File: src/scs_pkg.sv
/*
 * Shared constants and types for the switch control and status registers.
 * Assumes a single 25 MHz core clock; offsets are byte addresses.
 */

package scs_pkg;

	// ----------------------------------------------------------------
	// register map
	// ----------------------------------------------------------------
	localparam logic [11:0] SWITCH_STATUS_OFS = 12'h0a0;
	localparam logic [11:0] SWITCH_CONTROL_OFS = 12'h0a4;

	// ----------------------------------------------------------------
	// field positions
	// ----------------------------------------------------------------
	localparam int STS_IRQ_B_BIT = 21;
	localparam int STS_IRQ_C_BIT = 22;
	localparam int STS_IRQ_D_BIT = 23;
	localparam int CTL_RESET_BIT = 0;
	localparam int CTL_HOLD_BIT = 1;
	localparam int CTL_UNLOCK_BIT = 2;
	localparam int CTL_RO_DIS_BIT = 3;
	localparam int CTL_LREV_LSB = 4;
	localparam int CTL_ROS_BIT = 8;

	// ----------------------------------------------------------------
	// values after reset
	// ----------------------------------------------------------------
	localparam logic RST_VAL_UNLOCK = 1'h0;
	localparam logic RST_VAL_RO_DIS = 1'h0;
	localparam logic RST_VAL_ROS = 1'h0;
	localparam logic RST_VAL_HOLD = 1'h0;
	localparam logic [31:0] RST_VAL_RDATA = 32'h0000_0000;

	// ----------------------------------------------------------------
	// timing
	// ----------------------------------------------------------------
	localparam int CLK_PERIOD_NS = 40;
	localparam int MIN_RESET_NS = 1000;
	localparam logic [7:0] MIN_RESET_CYC =
		8'((MIN_RESET_NS + CLK_PERIOD_NS - 1) / CLK_PERIOD_NS);

	// ----------------------------------------------------------------
	// types
	// ----------------------------------------------------------------
	typedef enum logic [1:0] {SRC_CFG, SRC_SMBUS, SRC_EEPROM} scs_src_t;
	typedef enum {ST_ASSERT, ST_INIT, ST_HALT, ST_RUN} scs_state_t;

endpackage

File: src/scs_seq_if.sv
/*
 * Carrier between the register bank and the reset sequencer.
 * Assumes both ends share CLOCK and ARST_N of the top module.
 */

`timescale 1ns/1ps
`default_nettype none

interface scs_seq_if;
	logic fund_start;
	logic strap_sample;
	logic running;
	logic eeprom_phase;
	logic core_rst_n;
	logic sw_reset;
	logic hold;

	modport seq
	(
		output fund_start, strap_sample, running, eeprom_phase, core_rst_n,
		input sw_reset, hold
	);
	modport regs
	(
		input fund_start, strap_sample, running, eeprom_phase, core_rst_n,
		output sw_reset, hold
	);
endinterface

`default_nettype wire

File: src/scs_rst_seq.sv
/*
 * Fundamental reset sequencer: assert, strap capture, eeprom load, halt.
 * Assumes fund_rst_n and eeprom inputs are synchronous to clk.
 */

`timescale 1ns/1ps
`default_nettype none

module scs_rst_seq
(
	// clock and reset
	input wire logic clk,
	input wire logic arst_n,
	// reset sources and eeprom progress
	input wire logic fund_rst_n,
	input wire logic eeprom_init_en,
	input wire logic eeprom_done,
	// towards the register bank
	scs_seq_if.seq bus
);
	scs_pkg::scs_state_t state;
	scs_pkg::scs_state_t next_state;
	logic [7:0] cnt;
	logic restart;

	// ----------------------------------------------------------------
	// next state
	// ----------------------------------------------------------------
	// hold is looked at only before run, so later writes are inert
	always_comb
	begin
		restart = !fund_rst_n || (bus.sw_reset && state != scs_pkg::ST_ASSERT);
		next_state = state;
		case (state)
			scs_pkg::ST_ASSERT:
				if (cnt == 8'h00 && fund_rst_n)
					next_state = scs_pkg::ST_INIT;
			scs_pkg::ST_INIT:
				// let the strap capture land before hold is looked at
				if (!bus.strap_sample &&
					(!eeprom_init_en || eeprom_done))
					next_state = bus.hold ? scs_pkg::ST_HALT : scs_pkg::ST_RUN;
			scs_pkg::ST_HALT:
				if (!bus.hold)
					next_state = scs_pkg::ST_RUN;
			default:
				next_state = state;
		endcase
		if (restart)
			next_state = scs_pkg::ST_ASSERT;
	end

	// ----------------------------------------------------------------
	// state, minimum reset width and event pulses
	// ----------------------------------------------------------------
	always_ff @(posedge clk or negedge arst_n)
	begin
		if (!arst_n)
		begin
			state <= scs_pkg::ST_ASSERT;
			cnt <= scs_pkg::MIN_RESET_CYC;
			bus.fund_start <= 1'b0;
			bus.strap_sample <= 1'b0;
			bus.core_rst_n <= 1'b0;
		end
		else
		begin
			state <= next_state;
			bus.fund_start <= restart && state != scs_pkg::ST_ASSERT;
			bus.strap_sample <= state == scs_pkg::ST_ASSERT &&
				next_state == scs_pkg::ST_INIT;
			bus.core_rst_n <= next_state == scs_pkg::ST_RUN;
			if (restart)
				cnt <= scs_pkg::MIN_RESET_CYC;
			else if (cnt != 8'h00)
				cnt <= cnt - 8'h01;
		end
	end

	assign bus.running = state == scs_pkg::ST_RUN;
	assign bus.eeprom_phase = state == scs_pkg::ST_INIT && eeprom_init_en;
endmodule

`default_nettype wire

File: src/scs_regs.sv
/*
 * Switch control and status registers of a three-port switch, with the
 * reset sequencing, lane reversal hand-off and reset-output pin control.
 * Assumes all inputs are synchronous to CLOCK; the GPIO block elsewhere
 * owns the pin whenever the alternate function is not selected.
 */

// What this block does
// - Status bits 21-23 mirror legacy B/C/D states.
// - Writing one to control bit 0 resets switch.
// - Reset trigger bit always reads zero.
// - Hold bit keeps core in reset; SMBus works.
// - Hold bit ignored once reset operation finished.
// - Hold bit set by pin or eeprom load.
// - Unlock bit gates writes to protected fields.
// - Unlock starts zero, set during reset operation.
// - Disable bit forces strong ordering of transactions.
// - Bits 4-6 reverse lanes of ports A-C.
// - Lane reversal bits start from strap pins.
// - Lane reversal applies at next link training.
// - External select: reset out follows external resets.
// - Internal select: reset out follows internal hot reset.
// - Internal select: fundamental reset tri-states the pin.

`timescale 1ns/1ps
`default_nettype none

module scs_regs
#(
	parameter int NUM_PORTS = 3
)
(
	// clock and reset
	input wire logic CLOCK,
	input wire logic ARST_N,
	// reset sources
	input wire logic FUND_RST_N,
	input wire logic EXT_HOT_RST,
	input wire logic INT_HOT_RST,
	// straps and modes
	input wire logic HOLD_IN_RESET_PIN,
	input wire logic [NUM_PORTS-1:0] LANE_REV_STRAP,
	input wire logic NTB_MODE,
	input wire logic GPIO1_ALT_FUNC,
	input wire logic EEPROM_INIT_EN,
	input wire logic EEPROM_DONE,
	// register access from config, smbus or eeprom
	input wire logic REG_REQ,
	input wire logic REG_WR,
	input wire scs_pkg::scs_src_t REG_SRC,
	input wire logic [11:0] REG_ADDR,
	input wire logic [31:0] REG_WDATA,
	output logic [31:0] REG_RDATA,
	output logic REG_ACK,
	// aggregated legacy interrupt states
	input wire logic LEGACY_IRQ_B_STATE,
	input wire logic LEGACY_IRQ_C_STATE,
	input wire logic LEGACY_IRQ_D_STATE,
	// transaction ordering
	input wire logic TLP_RO_ATTR,
	output logic TLP_RELAXED_OK,
	output logic RELAXED_ORDER_DISABLE,
	// link training
	input wire logic [NUM_PORTS-1:0] LINK_TRAIN_START,
	output logic [NUM_PORTS-1:0] PORT_LANE_REVERSAL,
	// core control
	output logic CORE_RST_N,
	output logic LOCK_PROTECT_RELEASE,
	// reset output on the gpio 1 alternate function
	output logic BRIDGE_RESET_OUT_N,
	output logic BRIDGE_RESET_OUT_OE
);

	// ----------------------------------------------------------------
	// declarations
	// ----------------------------------------------------------------
	scs_seq_if seq_bus ();

	logic hold_in_reset;
	logic lock_protect_release;
	logic relaxed_order_disable;
	logic reset_output_source_select;
	logic [NUM_PORTS-1:0] lane_reversal;
	logic [NUM_PORTS-1:0] applied_reversal;
	logic legacy_irq_b_state;
	logic legacy_irq_c_state;
	logic legacy_irq_d_state;
	logic sw_reset;
	logic pin_float;
	logic src_ok;
	logic wr_ctl;
	logic rd_req;
	logic [31:0] ctl_view;
	logic [31:0] sts_view;
	logic next_reset_asserted;

	// ----------------------------------------------------------------
	// reset sequencer
	// ----------------------------------------------------------------
	scs_rst_seq u_seq
	(
		.clk(CLOCK),
		.arst_n(ARST_N),
		.fund_rst_n(FUND_RST_N),
		.eeprom_init_en(EEPROM_INIT_EN),
		.eeprom_done(EEPROM_DONE),
		.bus(seq_bus.seq)
	);

	assign seq_bus.sw_reset = sw_reset;
	assign seq_bus.hold = hold_in_reset;

	// ----------------------------------------------------------------
	// access qualification
	// ----------------------------------------------------------------
	// config writes need a running core; smbus works even while held,
	// eeprom writes only land during its load phase
	always_comb
	begin
		src_ok = 1'b0;
		if (REG_SRC == scs_pkg::SRC_SMBUS)
			src_ok = 1'b1;
		else if (REG_SRC == scs_pkg::SRC_EEPROM)
			src_ok = seq_bus.eeprom_phase;
		else if (REG_SRC == scs_pkg::SRC_CFG)
			src_ok = seq_bus.running;
	end

	assign wr_ctl = REG_REQ && REG_WR && src_ok &&
		REG_ADDR == scs_pkg::SWITCH_CONTROL_OFS;
	assign rd_req = REG_REQ && !REG_WR;

	// ----------------------------------------------------------------
	// software reset trigger
	// ----------------------------------------------------------------
	// only a one starts the reset; nothing is stored, so reads see zero
	always_ff @(posedge CLOCK or negedge ARST_N)
	begin
		if (!ARST_N)
			sw_reset <= 1'b0;
		else
			sw_reset <= wr_ctl && REG_WDATA[scs_pkg::CTL_RESET_BIT];
	end

	// ----------------------------------------------------------------
	// hold in reset
	// ----------------------------------------------------------------
	// pin is captured as reset leaves its assert phase
	always_ff @(posedge CLOCK or negedge ARST_N)
	begin
		if (!ARST_N)
			hold_in_reset <= scs_pkg::RST_VAL_HOLD;
		else if (seq_bus.fund_start)
			hold_in_reset <= scs_pkg::RST_VAL_HOLD;
		else if (seq_bus.strap_sample)
			hold_in_reset <= HOLD_IN_RESET_PIN;
		else if (wr_ctl)
			hold_in_reset <= REG_WDATA[scs_pkg::CTL_HOLD_BIT];
	end

	// ----------------------------------------------------------------
	// register unlock
	// ----------------------------------------------------------------
	// opened during every reset so the eeprom can load protected fields
	always_ff @(posedge CLOCK or negedge ARST_N)
	begin
		if (!ARST_N)
			lock_protect_release <= scs_pkg::RST_VAL_UNLOCK;
		else if (seq_bus.fund_start)
			lock_protect_release <= scs_pkg::RST_VAL_UNLOCK;
		else if (seq_bus.strap_sample)
			lock_protect_release <= 1'b1;
		else if (wr_ctl)
			lock_protect_release <= REG_WDATA[scs_pkg::CTL_UNLOCK_BIT];
	end

	// other blocks gate their protected fields with this level
	always_ff @(posedge CLOCK or negedge ARST_N)
	begin
		if (!ARST_N)
			LOCK_PROTECT_RELEASE <= scs_pkg::RST_VAL_UNLOCK;
		else
			LOCK_PROTECT_RELEASE <= lock_protect_release;
	end

	// ----------------------------------------------------------------
	// ordering and reset-output select
	// ----------------------------------------------------------------
	always_ff @(posedge CLOCK or negedge ARST_N)
	begin
		if (!ARST_N)
		begin
			relaxed_order_disable <= scs_pkg::RST_VAL_RO_DIS;
			reset_output_source_select <= scs_pkg::RST_VAL_ROS;
		end
		else if (seq_bus.fund_start)
		begin
			relaxed_order_disable <= scs_pkg::RST_VAL_RO_DIS;
			reset_output_source_select <= scs_pkg::RST_VAL_ROS;
		end
		else if (wr_ctl)
		begin
			relaxed_order_disable <= REG_WDATA[scs_pkg::CTL_RO_DIS_BIT];
			reset_output_source_select <= REG_WDATA[scs_pkg::CTL_ROS_BIT];
		end
	end

	// relaxed attribute honoured only while ordering is not forced
	always_ff @(posedge CLOCK or negedge ARST_N)
	begin
		if (!ARST_N)
		begin
			TLP_RELAXED_OK <= 1'b0;
			RELAXED_ORDER_DISABLE <= scs_pkg::RST_VAL_RO_DIS;
		end
		else
		begin
			TLP_RELAXED_OK <= TLP_RO_ATTR && !relaxed_order_disable;
			RELAXED_ORDER_DISABLE <= relaxed_order_disable;
		end
	end

	// ----------------------------------------------------------------
	// lane reversal
	// ----------------------------------------------------------------
	// control value, loaded from straps as reset leaves assert phase
	always_ff @(posedge CLOCK or negedge ARST_N)
	begin
		if (!ARST_N)
			lane_reversal <= '0;
		else if (seq_bus.strap_sample)
			lane_reversal <= LANE_REV_STRAP;
		else if (wr_ctl)
			lane_reversal <= REG_WDATA[scs_pkg::CTL_LREV_LSB +: NUM_PORTS];
	end

	// the lanes see a new value only when their port retrains,
	// so a write never flips lanes under a live link
	genvar gi;
	generate
		for (gi = 0; gi < NUM_PORTS; gi = gi + 1)
		begin : g_port
			always_ff @(posedge CLOCK or negedge ARST_N)
			begin
				if (!ARST_N)
					applied_reversal[gi] <= 1'b0;
				else if (LINK_TRAIN_START[gi])
					applied_reversal[gi] <= lane_reversal[gi];
			end
		end
	endgenerate

	assign PORT_LANE_REVERSAL = applied_reversal;

	// ----------------------------------------------------------------
	// aggregated legacy interrupt states
	// ----------------------------------------------------------------
	always_ff @(posedge CLOCK or negedge ARST_N)
	begin
		if (!ARST_N)
		begin
			legacy_irq_b_state <= 1'b0;
			legacy_irq_c_state <= 1'b0;
			legacy_irq_d_state <= 1'b0;
		end
		else
		begin
			legacy_irq_b_state <= LEGACY_IRQ_B_STATE;
			legacy_irq_c_state <= LEGACY_IRQ_C_STATE;
			legacy_irq_d_state <= LEGACY_IRQ_D_STATE;
		end
	end

	// ----------------------------------------------------------------
	// read views
	// ----------------------------------------------------------------
	// reserved and trigger bits are forced low here
	always_comb
	begin
		ctl_view = 32'h0000_0000;
		ctl_view[scs_pkg::CTL_HOLD_BIT] = hold_in_reset;
		ctl_view[scs_pkg::CTL_UNLOCK_BIT] = lock_protect_release;
		ctl_view[scs_pkg::CTL_RO_DIS_BIT] = relaxed_order_disable;
		ctl_view[scs_pkg::CTL_LREV_LSB +: NUM_PORTS] = lane_reversal;
		ctl_view[scs_pkg::CTL_ROS_BIT] = reset_output_source_select;
		sts_view = 32'h0000_0000;
		sts_view[scs_pkg::STS_IRQ_B_BIT] = legacy_irq_b_state;
		sts_view[scs_pkg::STS_IRQ_C_BIT] = legacy_irq_c_state;
		sts_view[scs_pkg::STS_IRQ_D_BIT] = legacy_irq_d_state;
	end

	// every request gets an ack next cycle, refused writes included
	always_ff @(posedge CLOCK or negedge ARST_N)
	begin
		if (!ARST_N)
		begin
			REG_RDATA <= scs_pkg::RST_VAL_RDATA;
			REG_ACK <= 1'b0;
		end
		else
		begin
			REG_ACK <= REG_REQ;
			if (rd_req && REG_ADDR == scs_pkg::SWITCH_STATUS_OFS)
				REG_RDATA <= sts_view;
			else if (rd_req && REG_ADDR == scs_pkg::SWITCH_CONTROL_OFS)
				REG_RDATA <= ctl_view;
			else if (REG_REQ)
				REG_RDATA <= scs_pkg::RST_VAL_RDATA;
		end
	end

	// ----------------------------------------------------------------
	// core reset
	// ----------------------------------------------------------------
	assign CORE_RST_N = seq_bus.core_rst_n;

	// ----------------------------------------------------------------
	// reset output pin
	// ----------------------------------------------------------------
	// a fundamental reset begun in internal mode floats the pin until
	// the core runs again; the select itself is cleared by that reset
	always_ff @(posedge CLOCK or negedge ARST_N)
	begin
		if (!ARST_N)
			pin_float <= 1'b0;
		else if (seq_bus.fund_start)
			pin_float <= reset_output_source_select;
		else if (seq_bus.running)
			pin_float <= 1'b0;
	end

	always_comb
	begin
		if (reset_output_source_select)
			next_reset_asserted = INT_HOT_RST;
		else
			next_reset_asserted = EXT_HOT_RST || !FUND_RST_N;
	end

	// pin belongs to the gpio block unless ntb mode and alt function
	always_ff @(posedge CLOCK or negedge ARST_N)
	begin
		if (!ARST_N)
		begin
			BRIDGE_RESET_OUT_N <= 1'b1;
			BRIDGE_RESET_OUT_OE <= 1'b0;
		end
		else
		begin
			BRIDGE_RESET_OUT_N <= !next_reset_asserted;
			BRIDGE_RESET_OUT_OE <= NTB_MODE && GPIO1_ALT_FUNC &&
				!pin_float;
		end
	end

endmodule

`default_nettype wire

File: config.mk
export PLATFORM = sky130hd
export DESIGN_NAME = scs_regs
export DESIGN_NICKNAME = d
export VERILOG_FILES = /design/src/scs_pkg.sv /design/src/scs_seq_if.sv /design/src/scs_rst_seq.sv /design/src/scs_regs.sv
export SDC_FILE = /design/constraint.sdc
export NUM_CORES = 1
export LEC_CHECK = 0
export ABC_CLOCK_PERIOD_IN_PS = 5900
export BUFFER_PORTS_ARGS = -buffer_cell sky130_fd_sc_hd__buf_2
export CORE_MARGIN = 2
export CORE_UTILIZATION = 54
export DETAILED_ROUTE_END_ITERATION = 10
export PLACE_DENSITY_LB_ADDON = 0.08
export SLEW_MARGIN = 15
export SYNTH_ARGS = -nofsm -noshare
export SYNTH_HDL_FRONTEND = slang
export SYNTH_SLANG_ARGS = --single-unit
File: constraint.sdc
create_clock -name CLOCK -period 5.9 [get_ports CLOCK]
set_input_delay 1.18 -clock CLOCK [delete_from_list [all_inputs] [get_ports CLOCK]]
set_output_delay 1.18 -clock CLOCK [all_outputs]
set_load 0.03 [all_outputs]
==> impl_metrics.env <==
export IMPL_synth_fa_ha_area_frac=0.00765
export IMPL_drive_gt1_frac=0.297
export IMPL_syn_to_final_growth_pct=15.5
export IMPL_endpoint_kind="flip-flop"
export IMPL_clock_latency_ps=350
export IMPL_finalInstanceArea_sq_um=3780
export IMPL_drt_pass1_iterations=4
export IMPL_antenna_found_initial=0
export IMPL_max_slew_margin_rel=0.398
export IMPL_diodes=0
export IMPL_power_mw=0.987
export IMPL_setup_viol=0
export IMPL_register_area_sq_um=1860
export IMPL_max_vdd_ir_drop_mv=0.154
export IMPL_cts_made_buffers=9
export IMPL_crit_required_ps=6120
export IMPL_final_antenna_net_count=0
export IMPL_reg2reg_slack_ps=3500
export IMPL_cts_setup_buffers=0
export IMPL_powerDensity_nw_per_um2=261
export IMPL_avgSynthCellArea_sq_um=12.0
export IMPL_path_class="in -> reg"
export IMPL_fillers=493
export IMPL_cts_tree="built"
export IMPL_post_route_util=0.642
export IMPL_finalNetCount=412
export IMPL_fin_crit_sh=0.437
export IMPL_synthArstFlopShare=1.00
export IMPL_ys_seq_elements=74
export IMPL_cts_resized=0
export IMPL_grt_pass1_vias=2114
export IMPL_clockRootBuffer="clkbuf_8"
export IMPL_drv_cap=0
export IMPL_num_rows=28
export IMPL_gp_congestion=0.723
export IMPL_h_tree_depth=3
export IMPL_hpwl_microns=4320
export IMPL_grt_overflow=0
export IMPL_fp_dieH_microns=81.8
export IMPL_vias=2221
export IMPL_worst_slew_pin_slew_ps=903
export IMPL_multiInputGateArea_sq_um=1280
export IMPL_slew_viol_final=0
export IMPL_period_minus_slack_ps=2580
export IMPL_dp_slack_ps=2940
export IMPL_netlist_area_sq_um=3270
export IMPL_whs_ps=422
export IMPL_synth_edf_count=0
export IMPL_worst_slack_ps=3320
export IMPL_yosysWarnings=0
export IMPL_clockBufferDepth=2
export IMPL_wl_per_cell_microns=14.3
export IMPL_portBuffers=63
export IMPL_synth_distinct_cells=52
export IMPL_synth_top_family_by_area="simple AND/OR/NAND/NOR gates"
export IMPL_cts_sinks=74
export IMPL_rsz0062_at_grt="no"
export IMPL_synth_compound_area_frac=0.0807
export IMPL_routed_wl_microns=6040
export IMPL_synthMuxAreaShare=0.0164
export IMPL_min_path_type="reg -> reg"
export IMPL_synth_xor_area_frac=0.0161
export IMPL_fmaxAchievable_mhz=388
export IMPL_startpoint_type="primary input"
export IMPL_dieArea_sq_um=6700
export IMPL_core_sq_um=5890
export IMPL_dr_first_iter_drc_count=94
export IMPL_crit_arrival_ps=2800
export IMPL_leakage_nw=1.91
export IMPL_dp_cells=406
export IMPL_clkTransAtPathRegs_ps=80
export IMPL_grt_usage=0.197
export IMPL_synthSimpleGateAreaFrac=0.244
export IMPL_io_pins=110
export IMPL_fin_cells=422
export IMPL_grt_max_degree=75
export IMPL_grt_pass1_wl_microns=9760
export IMPL_place_area_sq_um=3580
export IMPL_seq_area_frac_synth=0.567
export IMPL_initial_core_util=0.556
export IMPL_finClkSkew_ps=13.3
export IMPL_syn_inst=272
export IMPL_cts_hold_buf=0
export IMPL_tns_ps=0
export IMPL_die_w_microns=81.8
export IMPL_drc=0
export IMPL_synthFlopType="dfrtp_1"
export IMPL_status="finished, final reports clean"
export IMPL_critPathMaxFanout=7
export IMPL_vias_per_cell=5.26
export IMPL_finalHoldViolCount=0
[Yosys cell counts, drive strengths merged (4+ instances only)]
library cell / n / area share
and2: 30 / 0.057
dfrtp: 70 / 0.54
nor2: 16 / 0.018
nor4b: 8 / 0.021
dfstp: 4 / 0.032
o21ai: 4 / 0.0061
nor2b: 7 / 0.013
buf: 25 / 0.055
nand4: 4 / 0.012
nand3: 5 / 0.0076
a21oi: 4 / 0.0061
nand2: 11 / 0.013
a22o: 10 / 0.027
inv: 8 / 0.0092
nor4: 19 / 0.062
[logic make-up (layout without fill, tap and decap cells)]
logic type	after synthesis	in the layout
xor gates and xnor gates	6	6
other	1	22
buffers and inverters	35	89
DFF	74	74
and+or+nand+nor	116	116
adders and majority gates	2	2
muxes	5	5
AOI/OAI and AO/OA	33	33
[flip-flops by register name, summed over array words and instances, names as in the netlist, 3 cells and up]
register / count
u_seq.state: 32
REG_RDATA: 10
u_seq.cnt: 8
PORT_LANE_REVERSAL: 3
lane_reversal: 3
[final cells by class]
class                      count  share of cell area
clock inverter                 6              0.0179
inverter                       9             0.00894
multi-input combinational    184               0.338
sequential                    74               0.491
clock buffer                  10              0.0338
tap                           75              0.0248
timing repair buffer          64              0.0854
[per-layer routing]
metal,vias up,global-route usage,routed length [microns]
met5,-,0,0
met4,0,0.105,102
met3,9,0.0451,393
met2,65,0.289,2640
met1,1076,0.273,2900
li1,1071,-,-
[worst max-delay path, cell delays in order]
cell     delay, ps
buf_2           90
nor4b_1        400
nand4_1        320
nor2_1         430
nor4b_1         90
a221o_1        280
[final timing paths]
check / depth (start not counted) / to / startpoint
worst max-delay path: 6 / lane_reversal[2] / REG_ADDR[1]
worst min-delay path: 0 / LOCK_PROTECT_RELEASE / lock_protect_release
worst max register to register: 5 / u_seq.state[20] / u_seq.state[11]
worst min register to register: 0 / LOCK_PROTECT_RELEASE / lock_protect_release
max in group asynchronous: 2 / u_seq.state[5] / ARST_N
min in group asynchronous: 2 / u_seq.cnt[6] / ARST_N
[layout by cell type, fill, tap and decap left out, types with 8 or more instances in the layout]
master | Yosys | routed
a22o_1 | 10 | 10
and2_1 | 30 | 30
buf_2 | 3 | 63
clkbuf_8 | 0 | 9
conb_1 | 1 | 22
dfrtp_1 | 70 | 70
inv_1 | 8 | 8
nand2_1 | 10 | 10
nor2_1 | 16 | 16
nor4_1 | 10 | 10
nor4b_1 | 8 | 8
[where the power goes]
| part | total (mW) | switching [mW] | internal [mW] |
|---|---|---|---|
| registers | 0.524 | 0.00689 | 0.517 |
| clock network | 0.382 | 0.186 | 0.196 |
| logic | 0.0803 | 0.0554 | 0.0249 |
Power figures use the tool's default switching activity.
